[src/design/pwm_unit_pkg.sv]
// Constants, register map and carrier types for the three generator pulse width unit
package pwm_unit_pkg;
	localparam int GEN_COUNT = 3;
	localparam int CNT_WIDTH = 16;
	localparam int OUT_COUNT = 6;
	localparam int ADDR_WIDTH = 8;
	// Global registers
	localparam logic [7:0] OFF_OUT_ENABLE = 8'h00;
	localparam logic [7:0] OFF_INVERT = 8'h04;
	localparam logic [7:0] OFF_FAULT_SELECT = 8'h08;
	localparam logic [7:0] OFF_FAULT_LEVEL = 8'h0C;
	localparam logic [7:0] OFF_SYNC = 8'h10;
	localparam logic [7:0] OFF_INT_STATUS = 8'h14;
	localparam logic [7:0] OFF_INT_MASK = 8'h18;
	localparam logic [7:0] OFF_FAULT_STATE = 8'h1C;
	// Generator windows: base plus index times stride
	localparam logic [7:0] OFF_GEN_BASE = 8'h40;
	localparam int GEN_STRIDE_SHIFT = 5;
	localparam logic [4:0] GOFF_CTRL = 5'h00;
	localparam logic [4:0] GOFF_LOAD = 5'h04;
	localparam logic [4:0] GOFF_CMP_A = 5'h08;
	localparam logic [4:0] GOFF_CMP_B = 5'h0C;
	localparam logic [4:0] GOFF_DB_RISE = 5'h10;
	localparam logic [4:0] GOFF_DB_FALL = 5'h14;
	localparam logic [4:0] GOFF_COUNT = 5'h18;
	// Control field positions
	localparam int CTRL_ENABLE_BIT = 0;
	localparam int CTRL_UPDOWN_BIT = 1;
	localparam int CTRL_SYNC_BIT = 2;
	localparam int CTRL_DEADBAND_BIT = 3;
	// Interrupt status layout: bits 0..2 generator zero events, bit 16 fault
	localparam int INT_FAULT_BIT = 16;
	// Reset values
	localparam logic [15:0] RST_LOAD = 16'hFFFF;
	localparam logic [15:0] RST_CMP = 16'h0000;
	localparam logic [15:0] RST_DB = 16'h0000;
	localparam logic [5:0] RST_OUTS = 6'h00;

	typedef struct packed {
		logic deadBand;
		logic syncMode;
		logic upDown;
		logic enable;
	} genCtrl_s;

	typedef struct packed {
		logic [15:0] load;
		logic [15:0] cmpA;
		logic [15:0] cmpB;
	} genTiming_s;

	localparam genTiming_s RST_TIMING = '{load: RST_LOAD, cmpA: RST_CMP, cmpB: RST_CMP};
endpackage : pwm_unit_pkg

[src/design/pwm_unit.sv]
// Three generator pulse width unit with output control, fault override and APB registers
//
// Contract
// There are three independent generators and one shared output stage feeding all pins.
// Each generator has a 16-bit counter, down-only or up/down, and two comparators on it.
// Each generator makes two outputs, independent or a linked pair with dead band.
// Each generator has its own interrupt output and a separate trigger output.
// The output stage inverts each output as configured and gates each one to its pin.
// Outputs 0/1 come from generator 0, 2/3 from 1, 4/5 from 2, even output first.
// Software uses comparator A only for the even output and B only for the odd one.
// With dead band off the second output follows comparator B with no coupling.
// With dead band on, rising and falling edges are delayed by their own tick counts.
// With dead band on the second output is derived from the first, giving a complement.
// Writing a one to the fault status bit clears only that bit.
// Down mode counts from the period value to zero and then reloads it.
// Up/down mode counts zero to period and back to zero, repeating.
// Period and compare updates apply only at counter zero, and in sync mode after a sync.
// A disabled generator holds its counter.
// While a fault is active each selected output is forced to its configured safe level.
`timescale 1ns/1ps
`default_nettype none
module pwm_unit
	import pwm_unit_pkg::*;
(
	input wire logic mclk,
	input wire logic reset_n,
	input wire logic psel,
	input wire logic penable,
	input wire logic pwrite,
	input wire logic [pwm_unit_pkg::ADDR_WIDTH-1:0] paddr,
	input wire logic [31:0] pwdata,
	output logic [31:0] prdata,
	output logic pready,
	output logic pslverr,
	input wire logic faultPin,
	output logic wave_out_0,
	output logic wave_out_1,
	output logic wave_out_2,
	output logic wave_out_3,
	output logic wave_out_4,
	output logic wave_out_5,
	output logic [pwm_unit_pkg::GEN_COUNT-1:0] genIrq,
	output logic [pwm_unit_pkg::GEN_COUNT-1:0] genTrigger,
	output logic irq
);
	import pwm_unit_pkg::*;

	// Register file
	logic [5:0] outEnable, invert, faultSelect, faultLevel;
	logic [31:0] intStatus;
	logic [31:0] intMask;
	genCtrl_s genCtrl [GEN_COUNT];
	genTiming_s shadowTiming [GEN_COUNT];
	logic [15:0] dbRise [GEN_COUNT];
	logic [15:0] dbFall [GEN_COUNT];
	logic [GEN_COUNT-1:0] syncPending;
	logic [5:0] next_outEnable, next_invert, next_faultSelect, next_faultLevel;
	logic [31:0] next_intStatus;
	logic [31:0] next_intMask;
	genCtrl_s next_genCtrl [GEN_COUNT];
	genTiming_s next_shadowTiming [GEN_COUNT];
	logic [15:0] next_dbRise [GEN_COUNT];
	logic [15:0] next_dbFall [GEN_COUNT];
	logic [GEN_COUNT-1:0] next_syncPending;
	logic [31:0] next_prdata;
	logic next_pslverr;

	// Generator views
	logic [GEN_COUNT-1:0][15:0] countView;
	logic [GEN_COUNT-1:0] zeroEvent;
	logic [GEN_COUNT-1:0] applyEvent;
	logic [5:0] genWave;
	logic [5:0] pinWave;
	logic [5:0] next_pinWave;

	// Fault pin synchroniser; stages two and three must agree before a change counts
	logic [2:0] faultSync;
	logic faultActive;
	logic next_faultActive;
	logic firstFaultInterrupt;
	// APB decode
	logic setupPhase;
	logic writeStrobe;
	logic [7:0] genRel;
	logic [1:0] genIdx;
	logic [4:0] genOff;
	logic genHit;

	assign setupPhase = psel & ~penable;
	assign writeStrobe = psel & penable & pwrite;
	assign pready = psel & penable;
	assign genRel = paddr - OFF_GEN_BASE;
	assign genIdx = genRel[GEN_STRIDE_SHIFT+1:GEN_STRIDE_SHIFT];
	assign genOff = genRel[4:0];
	assign genHit = (paddr >= OFF_GEN_BASE) && !genRel[7] && (genIdx < 2'(GEN_COUNT))
		&& (genOff <= GOFF_COUNT) && (genOff[1:0] == 2'h0);
	assign firstFaultInterrupt = intStatus[INT_FAULT_BIT];

	// Read data and error are caught in the setup cycle so the access phase needs no wait
	always_comb begin
		next_prdata = prdata;
		next_pslverr = pslverr;
		if (setupPhase) begin
			next_prdata = 32'h0000_0000;
			next_pslverr = 1'b0;
			if (genHit) begin
				case (genOff)
					GOFF_CTRL: next_prdata = {28'h0000000, genCtrl[genIdx]};
					GOFF_LOAD: next_prdata = {16'h0000, shadowTiming[genIdx].load};
					GOFF_CMP_A: next_prdata = {16'h0000, shadowTiming[genIdx].cmpA};
					GOFF_CMP_B: next_prdata = {16'h0000, shadowTiming[genIdx].cmpB};
					GOFF_DB_RISE: next_prdata = {16'h0000, dbRise[genIdx]};
					GOFF_DB_FALL: next_prdata = {16'h0000, dbFall[genIdx]};
					GOFF_COUNT: next_prdata = {16'h0000, countView[genIdx]};
					default: next_prdata = 32'h0000_0000;
				endcase
			end else begin
				case (paddr)
					OFF_OUT_ENABLE: next_prdata = {26'h0000000, outEnable};
					OFF_INVERT: next_prdata = {26'h0000000, invert};
					OFF_FAULT_SELECT: next_prdata = {26'h0000000, faultSelect};
					OFF_FAULT_LEVEL: next_prdata = {26'h0000000, faultLevel};
					OFF_SYNC: next_prdata = {29'h00000000, syncPending};
					OFF_INT_STATUS: next_prdata = intStatus;
					OFF_INT_MASK: next_prdata = intMask;
					OFF_FAULT_STATE: next_prdata = {31'h00000000, faultActive};
					default: next_pslverr = 1'b1;
				endcase
			end
		end
	end

	// Register writes take effect at the access edge
	always_comb begin
		next_outEnable = outEnable;
		next_invert = invert;
		next_faultSelect = faultSelect;
		next_faultLevel = faultLevel;
		next_intMask = intMask;
		next_genCtrl = genCtrl;
		next_shadowTiming = shadowTiming;
		next_dbRise = dbRise;
		next_dbFall = dbFall;
		// Hardware clears a pending sync once it is applied; a new sync request wins
		next_syncPending = syncPending & ~applyEvent;
		next_intStatus = intStatus;
		if (writeStrobe && !pslverr) begin
			if (genHit) begin
				case (genOff)
					GOFF_CTRL: next_genCtrl[genIdx] = pwdata[3:0];
					GOFF_LOAD: next_shadowTiming[genIdx].load = pwdata[15:0];
					GOFF_CMP_A: next_shadowTiming[genIdx].cmpA = pwdata[15:0];
					GOFF_CMP_B: next_shadowTiming[genIdx].cmpB = pwdata[15:0];
					GOFF_DB_RISE: next_dbRise[genIdx] = pwdata[15:0];
					GOFF_DB_FALL: next_dbFall[genIdx] = pwdata[15:0];
					default: next_intMask = intMask;
				endcase
			end else begin
				case (paddr)
					OFF_OUT_ENABLE: next_outEnable = pwdata[5:0];
					OFF_INVERT: next_invert = pwdata[5:0];
					OFF_FAULT_SELECT: next_faultSelect = pwdata[5:0];
					OFF_FAULT_LEVEL: next_faultLevel = pwdata[5:0];
					OFF_SYNC: next_syncPending = next_syncPending | pwdata[GEN_COUNT-1:0];
					OFF_INT_STATUS: next_intStatus = intStatus & ~pwdata;
					OFF_INT_MASK: next_intMask = pwdata;
					default: next_intMask = intMask;
				endcase
			end
		end
		// Events set after the clear, so a same-cycle event is never lost
		next_intStatus[GEN_COUNT-1:0] = next_intStatus[GEN_COUNT-1:0] | zeroEvent;
		next_intStatus[INT_FAULT_BIT] = next_intStatus[INT_FAULT_BIT] | faultActive;
		// Unused status and mask bits read as zero
		next_intStatus = next_intStatus & ((32'h1 << INT_FAULT_BIT) | 32'(GEN_COUNT'('1)));
		next_intMask = next_intMask & ((32'h1 << INT_FAULT_BIT) | 32'(GEN_COUNT'('1)));
	end

	always_ff @(posedge mclk or negedge reset_n) begin
		if (!reset_n) begin
			prdata <= 32'h0000_0000;
			pslverr <= 1'b0;
			outEnable <= RST_OUTS;
			invert <= RST_OUTS;
			faultSelect <= RST_OUTS;
			faultLevel <= RST_OUTS;
			intStatus <= 32'h0000_0000;
			intMask <= 32'h0000_0000;
			syncPending <= '0;
			for (int i = 0; i < GEN_COUNT; i++) begin
				genCtrl[i] <= '0;
				shadowTiming[i] <= RST_TIMING;
				dbRise[i] <= RST_DB;
				dbFall[i] <= RST_DB;
			end
		end else begin
			prdata <= next_prdata;
			pslverr <= next_pslverr;
			outEnable <= next_outEnable;
			invert <= next_invert;
			faultSelect <= next_faultSelect;
			faultLevel <= next_faultLevel;
			intStatus <= next_intStatus;
			intMask <= next_intMask;
			syncPending <= next_syncPending;
			genCtrl <= next_genCtrl;
			shadowTiming <= next_shadowTiming;
			dbRise <= next_dbRise;
			dbFall <= next_dbFall;
		end
	end

	// One identical generator per pair of outputs
	for (genvar g = 0; g < GEN_COUNT; g++) begin : genBlock
		logic [15:0] count;
		logic countUp;
		genTiming_s active;
		logic rawA;
		logic rawB;
		logic [15:0] dbCount;
		logic trigger;
		logic [15:0] next_count;
		logic next_countUp;
		genTiming_s next_active;
		logic next_rawA;
		logic next_rawB;
		logic [15:0] next_dbCount;
		genTiming_s useTiming;
		logic pairFirst;
		logic pairSecond;

		// New timing waits for zero, and in sync mode for a sync request too
		assign applyEvent[g] = (count == 16'h0000) && (!genCtrl[g].syncMode || syncPending[g]);
		assign zeroEvent[g] = genCtrl[g].enable && (count == 16'h0000);
		assign countView[g] = count;
		always_comb begin
			useTiming = applyEvent[g] ? shadowTiming[g] : active;
			next_active = useTiming;
			next_count = count;
			next_countUp = countUp;
			if (genCtrl[g].enable) begin
				if (!genCtrl[g].upDown) begin
					next_count = (count == 16'h0000) ? useTiming.load : count - 16'h0001;
				end else if (countUp) begin
					if (count >= useTiming.load) begin
						next_countUp = 1'b0;
						next_count = (count == 16'h0000) ? 16'h0000 : count - 16'h0001;
					end else begin
						next_count = count + 16'h0001;
					end
				end else if (count == 16'h0000) begin
					next_countUp = 1'b1;
					next_count = (useTiming.load == 16'h0000) ? 16'h0000 : 16'h0001;
				end else begin
					next_count = count - 16'h0001;
				end
			end
			// Comparator A shapes the even output, B the odd one with dead band off
			if (genCtrl[g].upDown) begin
				next_rawA = next_count < useTiming.cmpA;
				next_rawB = next_count < useTiming.cmpB;
			end else begin
				next_rawA = next_count >= useTiming.cmpA;
				next_rawB = next_count >= useTiming.cmpB;
			end
			// The timer loads with the edge itself, so the band is exactly the delay
			if (next_rawA != rawA) begin
				next_dbCount = next_rawA ? dbRise[g] : dbFall[g];
			end else if (dbCount != 16'h0000) begin
				next_dbCount = dbCount - 16'h0001;
			end else begin
				next_dbCount = dbCount;
			end
		end

		always_ff @(posedge mclk or negedge reset_n) begin
			if (!reset_n) begin
				count <= 16'h0000;
				countUp <= 1'b1;
				active <= RST_TIMING;
				rawA <= 1'b0;
				rawB <= 1'b0;
				dbCount <= 16'h0000;
				trigger <= 1'b0;
			end else begin
				count <= next_count;
				countUp <= next_countUp;
				active <= next_active;
				rawA <= next_rawA;
				rawB <= next_rawB;
				dbCount <= next_dbCount;
				trigger <= zeroEvent[g];
			end
		end

		// A running timer keeps both outputs low, hence the band
		assign pairFirst = genCtrl[g].deadBand ? rawA && dbCount == 16'h0000 : rawA;
		assign pairSecond = genCtrl[g].deadBand ? !rawA && dbCount == 16'h0000 : rawB;
		assign genWave[2*g] = pairFirst;
		assign genWave[2*g+1] = pairSecond;
		assign genTrigger[g] = trigger;
		assign genIrq[g] = intStatus[g] & intMask[g];
	end

	// Output stage: polarity first, then fault override, then pin enable
	always_comb begin
		next_faultActive = faultActive;
		if (faultSync[1] == faultSync[2]) begin
			next_faultActive = faultSync[2];
		end
		for (int k = 0; k < OUT_COUNT; k++) begin
			if (!outEnable[k]) begin
				next_pinWave[k] = 1'b0;
			end else if (faultActive && faultSelect[k]) begin
				next_pinWave[k] = faultLevel[k];
			end else begin
				next_pinWave[k] = genWave[k] ^ invert[k];
			end
		end
	end

	always_ff @(posedge mclk or negedge reset_n) begin
		if (!reset_n) begin
			faultSync <= 3'h0;
			faultActive <= 1'b0;
			pinWave <= RST_OUTS;
		end else begin
			faultSync <= {faultSync[1:0], faultPin};
			faultActive <= next_faultActive;
			pinWave <= next_pinWave;
		end
	end

	assign {wave_out_5, wave_out_4, wave_out_3, wave_out_2, wave_out_1, wave_out_0} = pinWave;
	// Level interrupt; a long fault keeps re-setting its bit until the pin is quiet
	assign irq = |(intStatus & intMask) | (firstFaultInterrupt & intMask[INT_FAULT_BIT]);
endmodule : pwm_unit
`default_nettype wire

[config.mk]
export PLATFORM = sky130hd
export DESIGN_NAME = pwm_unit
export DESIGN_NICKNAME = d
export VERILOG_FILES = /design/src/design/pwm_unit_pkg.sv /design/src/design/pwm_unit.sv
export SDC_FILE = /design/constraint.sdc
export NUM_CORES = 2
export LEC_CHECK = 0
export ABC_CLOCK_PERIOD_IN_PS = 15100
export CAP_MARGIN = 40
export CORE_MARGIN = 1
export CORE_UTILIZATION = 50
export DETAILED_ROUTE_END_ITERATION = 8
export DONT_BUFFER_PORTS = 1
export HOLD_SLACK_MARGIN = 0.08
export MAX_ROUTING_LAYER = met4
export SYNTH_ARGS = -nofsm -noshare
export SYNTH_HDL_FRONTEND = slang
export SYNTH_SLANG_ARGS = --single-unit
[constraint.sdc]
create_clock -name mclk -period 15.1 [get_ports mclk]
set_clock_uncertainty 0.05 [all_clocks]
set_input_delay 1.51 -clock mclk [delete_from_list [all_inputs] [get_ports mclk]]
set_output_delay 1.51 -clock mclk [all_outputs]
set_load 0.01 [all_outputs]
[After elaboration in Yosys (flattened, before gate mapping)]
Cells that the tools add are included.
Operators by class
  add/sub/neg operators: 10
  order comparisons: 21
  equality and inequality tests: 17
  muxes and demuxes: 111
  bitwise gates (word level): 25
  reduce and logical (&&, ||, !) cells: 68
Operator list (number)
  2-to-1 mux 16 bit: 37
  bitwise mux 144 bit: 3
  case mux 144 bit (3 select lines): 1
  demux 48 bit (select 2 bit): 3
  2-to-1 mux 48 bit: 6
  >= comparator 16 bit: 9
  zero test 16 bit: 9
  case mux 17 bit (8 select lines): 1
  case mux 16 bit (7 select lines): 1
  binary-select mux 16 bit (select 2 bit): 3
  binary-select mux 48 bit (select 2 bit): 1
  bitwise mux 48 bit: 2
  less-than comparator 16 bit: 6
  subtractor 16 x 1 -> 16 bit, second input constant: 6
  2-to-1 mux 32 bit: 2
  2-to-1 mux 17 bit: 3
  adder 16 x 1 -> 16 bit, second input constant: 3
  nonzero test 16 bit: 3
  2-to-1 mux 1 bit: 38
  AND 17 bit: 2
  demux 16 bit (select 2 bit): 1
  == test 8 x 5 -> 1 bit, second input constant: 4
  OR reduction 32 bit: 1
  AND reduction 3 bit: 9
  38 further kinds: 98
Storage, ports and cells
  flip-flop bits (word level): 582
  output and inout bits: 47
  word-level logic and storage cells: 318

[Longest topological paths before layout]
  word-level depth: 14
  gate-level depth with buffers: 32
  mapped depth without buffers: 27

[Worst setup path before layout]
OpenSTA, ideal clock, no wires.
  path kind: register to register
  from: reg genBlock[0].count[0]
  to: reg genBlock[0].dbCount[10]
  arrival time: 6.990 ns
  data required time: 14.904 ns
  path slack: 7.914 ns
  stages on the path, launching flop included: 30
  buffers on the path: 4
  period minus slack after synthesis: 7.186 ns
  cell sequence: dfrtp_1 > clkbuf_1 > inv_1 > ha_1 > nor4b_2 > nand3_1 > nor2_1 > clkbuf_1 > mux2i_1 > ha_1 > a21o_1 > a21o_1 > a211o_1 > a21oi_1 > o211ai_1 > nor3b_1 > buf_2 > a211oi_1 > a311oi_1 > o22ai_1 > ha_1 > a21o_1 > a21o_1 > a21oi_1 > o21ai_0 > a21o_1 > a311oi_1 > clkbuf_1 > mux2i_1 > mux2i_1
On the way
  elaborated cells on any way between the ends: 22
RTL lines
  from (decl): RTL line pwm_unit.sv:215  | logic [15:0] count;
  from (signal assigned): RTL line pwm_unit.sv:286  | count <= next_count;
  zero test 16 bit
  logical AND 1 bit: RTL line pwm_unit.sv:233  | assign applyEvent[g] = (count == 16'h0000) && (!genCtrl[g].syncMode || syncPending[g]);
  2-to-1 mux 48 bit: RTL line pwm_unit.sv:237  | useTiming = applyEvent[g] ? shadowTiming[g] : active;
  >= comparator 16 bit: RTL line pwm_unit.sv:245  | if (count >= useTiming.load) begin
  2-to-1 mux 16 bit: RTL line pwm_unit.sv:245
  2-to-1 mux 16 bit: RTL line pwm_unit.sv:244  | end else if (countUp) begin
  2-to-1 mux 16 bit (*): RTL line pwm_unit.sv:242  | if (!genCtrl[g].upDown) begin
  2-to-1 mux 16 bit (*): RTL line pwm_unit.sv:241  | if (genCtrl[g].enable) begin
  named net genBlock[0].next_count[9]: RTL line pwm_unit.sv:222  | logic [15:0] next_count;
  >= comparator 16 bit or less-than comparator 16 bit (tied branches): RTL line pwm_unit.sv:263, pwm_unit.sv:260
  2-to-1 mux 1 bit (*): RTL line pwm_unit.sv:259  | if (genCtrl[g].upDown) begin
  2-to-1 mux 16 bit or != test 1 bit (tied branches): RTL line pwm_unit.sv:268, pwm_unit.sv:267
  2-to-1 mux 16 bit or nonzero test 2 bit (tied branches)
  to (signal assigned): RTL line pwm_unit.sv:291  | dbCount <= next_dbCount;
  to (decl): RTL line pwm_unit.sv:220  | logic [15:0] dbCount;
The timed path passes the listed nets; every way through them passes the cells marked *.
A chain may end at the register's enable or synchronous reset.

==> run summary <==
Outcome -> complete, but fails checks
Failing checks -> max-slew violations
Placement Cell Area -> 34000 um^2
HPWL Detailed -> 80500 um
CTS HTree Levels -> 3
Vias -> 26100
Hold slack final -> 0.295 ns
DIE AREA -> 67400 um^2
Post_cts resized -> 0
Fin area -> 36200 um^2
Hold path start -> faultSync[0]$_DFF_PN0_
FMAX -> 111 MHz
EDFF count, synth -> 0
DR WL/cell -> 27.4 um
Critical path arrival -> 9.44 ns
Antenna Nets Post-Route -> 0
Top cells by area, synth -> dfrtp_1, mux2i_1, mux2_2
Routed vias/inst -> 6.33
Ys flop type -> dfrtp_1
Final-layout fill cell count -> 5725
Final wirelength -> 113000 um
Largest stage delay, worst path -> 0.74 ns
Placeable core area -> 65700 um^2
Max IR drop VDD -> 0.0721 mV
Mean post-synth cell area -> 10.1 um^2
Postcts setup bufs -> 0
CTS tree -> done
Initial antenna violation count -> 3
Port buffer count -> 0
Starting Density -> 50.5%
Largest family of logic cells by synthesized area -> multiplexers
Clock Sink Count -> 567
Mapped Area -> 33200 um^2
Max Cap Viol -> 0
Tot GR Track Use -> 34.8%
WP buf/inv -> 3
Delay-heaviest family, CP -> compound AO/OA/AOI/OAI gates
Area delta synth->final -> 9.01%
Post-Synth Adder-Cell Area -> 5.61%
DR iter-0 viols -> 2380
R2R Setup Slk -> 6.07 ns
Die Y -> 260 um
Final setup viols -> 0
Max transition margin -> -57.2%
Clock slew at reported path FFs -> 0.06 ns
Width of the die -> 260 um
First-pass GRT wire length -> 168000 um
Leakage -> 0.0184 uW
Setup tns final -> 0 ns
Setup ws final -> 6.07 ns
CTS Hold Buffers Added -> 0
CP Capture Type -> flop
Largest net degree at the start of global routing -> 568
Worst R2R Path Depth -> 27
Max clock buf depth -> 3
Post-synthesis xor/xnor area fraction -> 1.53%
Post-synth top area share -> 35.3%
Final-report hold violation count -> 0
Multi-input gate area -> 17400 um^2
Ys Warns -> 0
IO Pins -> 93
Iteration count of the initial detailed-routing pass -> 7
Mux cell area share after synthesis -> 20.1%
CP max FO -> 49
Post-synthesis async set-or-reset flop share -> 100%
Slew @ Worst Pin -> 2.36 ns
Max-slew violation count -> 442
Critical-path top delay cell -> o211a_1
Final min period -> 9.03 ns
Clk Latency, worst-skew pair -> 0.62 ns
Terminus of the critical flop-to-flop path -> genBlock[2].dbCount[14]$_DFFE_PN0P_
Hold EP -> faultSync[1]$_DFF_PN0_
Pwr Total -> 4300 uW
Flop and latch count out of synthesis -> 567
Post-synthesis sequential area ratio -> 43.1%
Total CTS buffers -> 66
Startpoint Class -> flop
Simple-gate share of the synthesized area -> 11.9%
Sequential cell area -> 14300 um^2
Compound-Gate Fraction of Synth Area -> 12.9%
Post-synth top area cell -> dfrtp_1
GPL Wtd Cong -> 0.971
Worst hold path class -> flop to flop
Hold depth -> 0
Final net count -> 3397
Power per cell area -> 119 nW/um^2
Layout cells sized above 1 -> 17.8%
Vias in the first global route -> 25500
Row count -> 94
Worst EP required -> 15.51 ns
WS Path Type -> flop to flop
RSZ-0062 raised after global routing -> no
Mapped Cells -> 3280
Final worst-path cycle share -> 59.8%
Grt total ovfl -> 0
Synth unique cells -> 91
Worst path most repeated cell -> ha_1
Pre-CTS setup slack -> 6.26 ns
DRC Markers -> 0
Root cell of the clock tree -> clkbuf_16
==> cells in the final DEF (no fill, tap or decap), types with 57 or more instances in the layout <==
master,n
nor2_1,247
nor3_1,84
mux2_2,283
a21oi_1,175
ha_1,148
nand2_1,186
mux2i_1,347
o21ai_0,131
dfrtp_1,468
dfstp_2,99
clkbuf_16,71
inv_1,180
nand3_1,57
==> Yosys cell counts (51+ instances only) <==
cell type and count:
inv_1 181, nand2_1 186, o21ai_0 131, nand3_1 57
a21oi_1 175, nor2_1 254, dfrtp_1 468, mux2i_1 347
clkbuf_1 161, dfstp_2 99, mux2_2 283, o22ai_1 51
nor3_1 85, ha_1 148
==> routing by layer <==
metal | track usage, % | part of all wire (%) | up-vias | wire length (um)
met1 | 44.7 | 42 | 13200 | 47900
met4 | 15.3 | 5.1 | 0 | 5810
li1 | - | - | 11700 | -
met3 | 6.04 | 6.3 | 270 | 7120
met2 | 54.0 | 46 | 918 | 52100
met5 | - | 0 | - | 0
==> sequential cells by signal, indices dropped and copies added, names as in the netlist, named ones only <==
register	count
shadowTiming	144
genBlock.rawA	3
genBlock.active	144
faultSync	3
syncPending	3
intStatus	4
intMask	4
dbRise	48
invert	6
genBlock.rawB	3
genBlock.trigger	3
pslverr	1
genBlock.count	45
faultActive	1
outEnable	6
faultSelect	6
genBlock.dbCount	48
dbFall	48
faultLevel	6
prdata	17
pinWave	6
genBlock.countUp	3
genCtrl	12
==> where the power goes <==
| part | switching, uW | internal (uW) | total (uW) | leakage [uW] |
|---|---|---|---|---|
| Sequential | 131 | 1600 | 1730 | 0.00740 |
| Clock | 655 | 956 | 1610 | 0.00106 |
| Combinational | 538 | 420 | 957 | 0.00996 |
==> how the worst max path moves through the flow <==
stage	startpoint	end	slack [ns]	cells past startpoint
finish	flop	genBlock[2].dbCount[14]$_DFFE_PN0P_	6.07	27
global route	flop	genBlock[2].dbCount[14]$_DFFE_PN0P_	5.48	26
CTS	flop	genBlock[2].dbCount[14]$_DFFE_PN0P_	6.25	27
detailed placement	flop	genBlock[2].dbCount[1]$_DFFE_PN0P_	6.26	27
global placement	flop	genBlock[2].dbCount[5]$_DFFE_PN0P_	6.41	27
floorplan	genBlock[0].count[0]$_DFF_PN0_	genBlock[0].dbCount[10]$_DFFE_PN0P_	7.91	29
==> area by class of cell <==
class                      count  area share (%)
multi-input combinational   2324            48.1
sequential                   567            39.5
clock buffer                 109            5.75
tap                          864            2.99
inverter                     184            1.91
timing repair buffer          60            1.49
clock inverter                10           0.225
antenna                        2          0.0138
==> cell families after synthesis <==
kind of cell / Yosys count
AO/OA/AOI/OAI: 656
XOR/XNOR: 58
adder cells (fa/ha/maj): 149
buffers and inverters: 403
flip-flops: 567
multiplexers: 631
other: 1
AND/OR/NAND/NOR: 815
==> stage by stage <==
stage               std cells  util, %
floorplan                3294        -
global placement         3981     51.4
detailed placement       3999     51.8
CTS                      4118     55.0
global route             4118     55.0
finish                   4120     55.1
No activity file was read; power rests on OpenSTA's default activity.
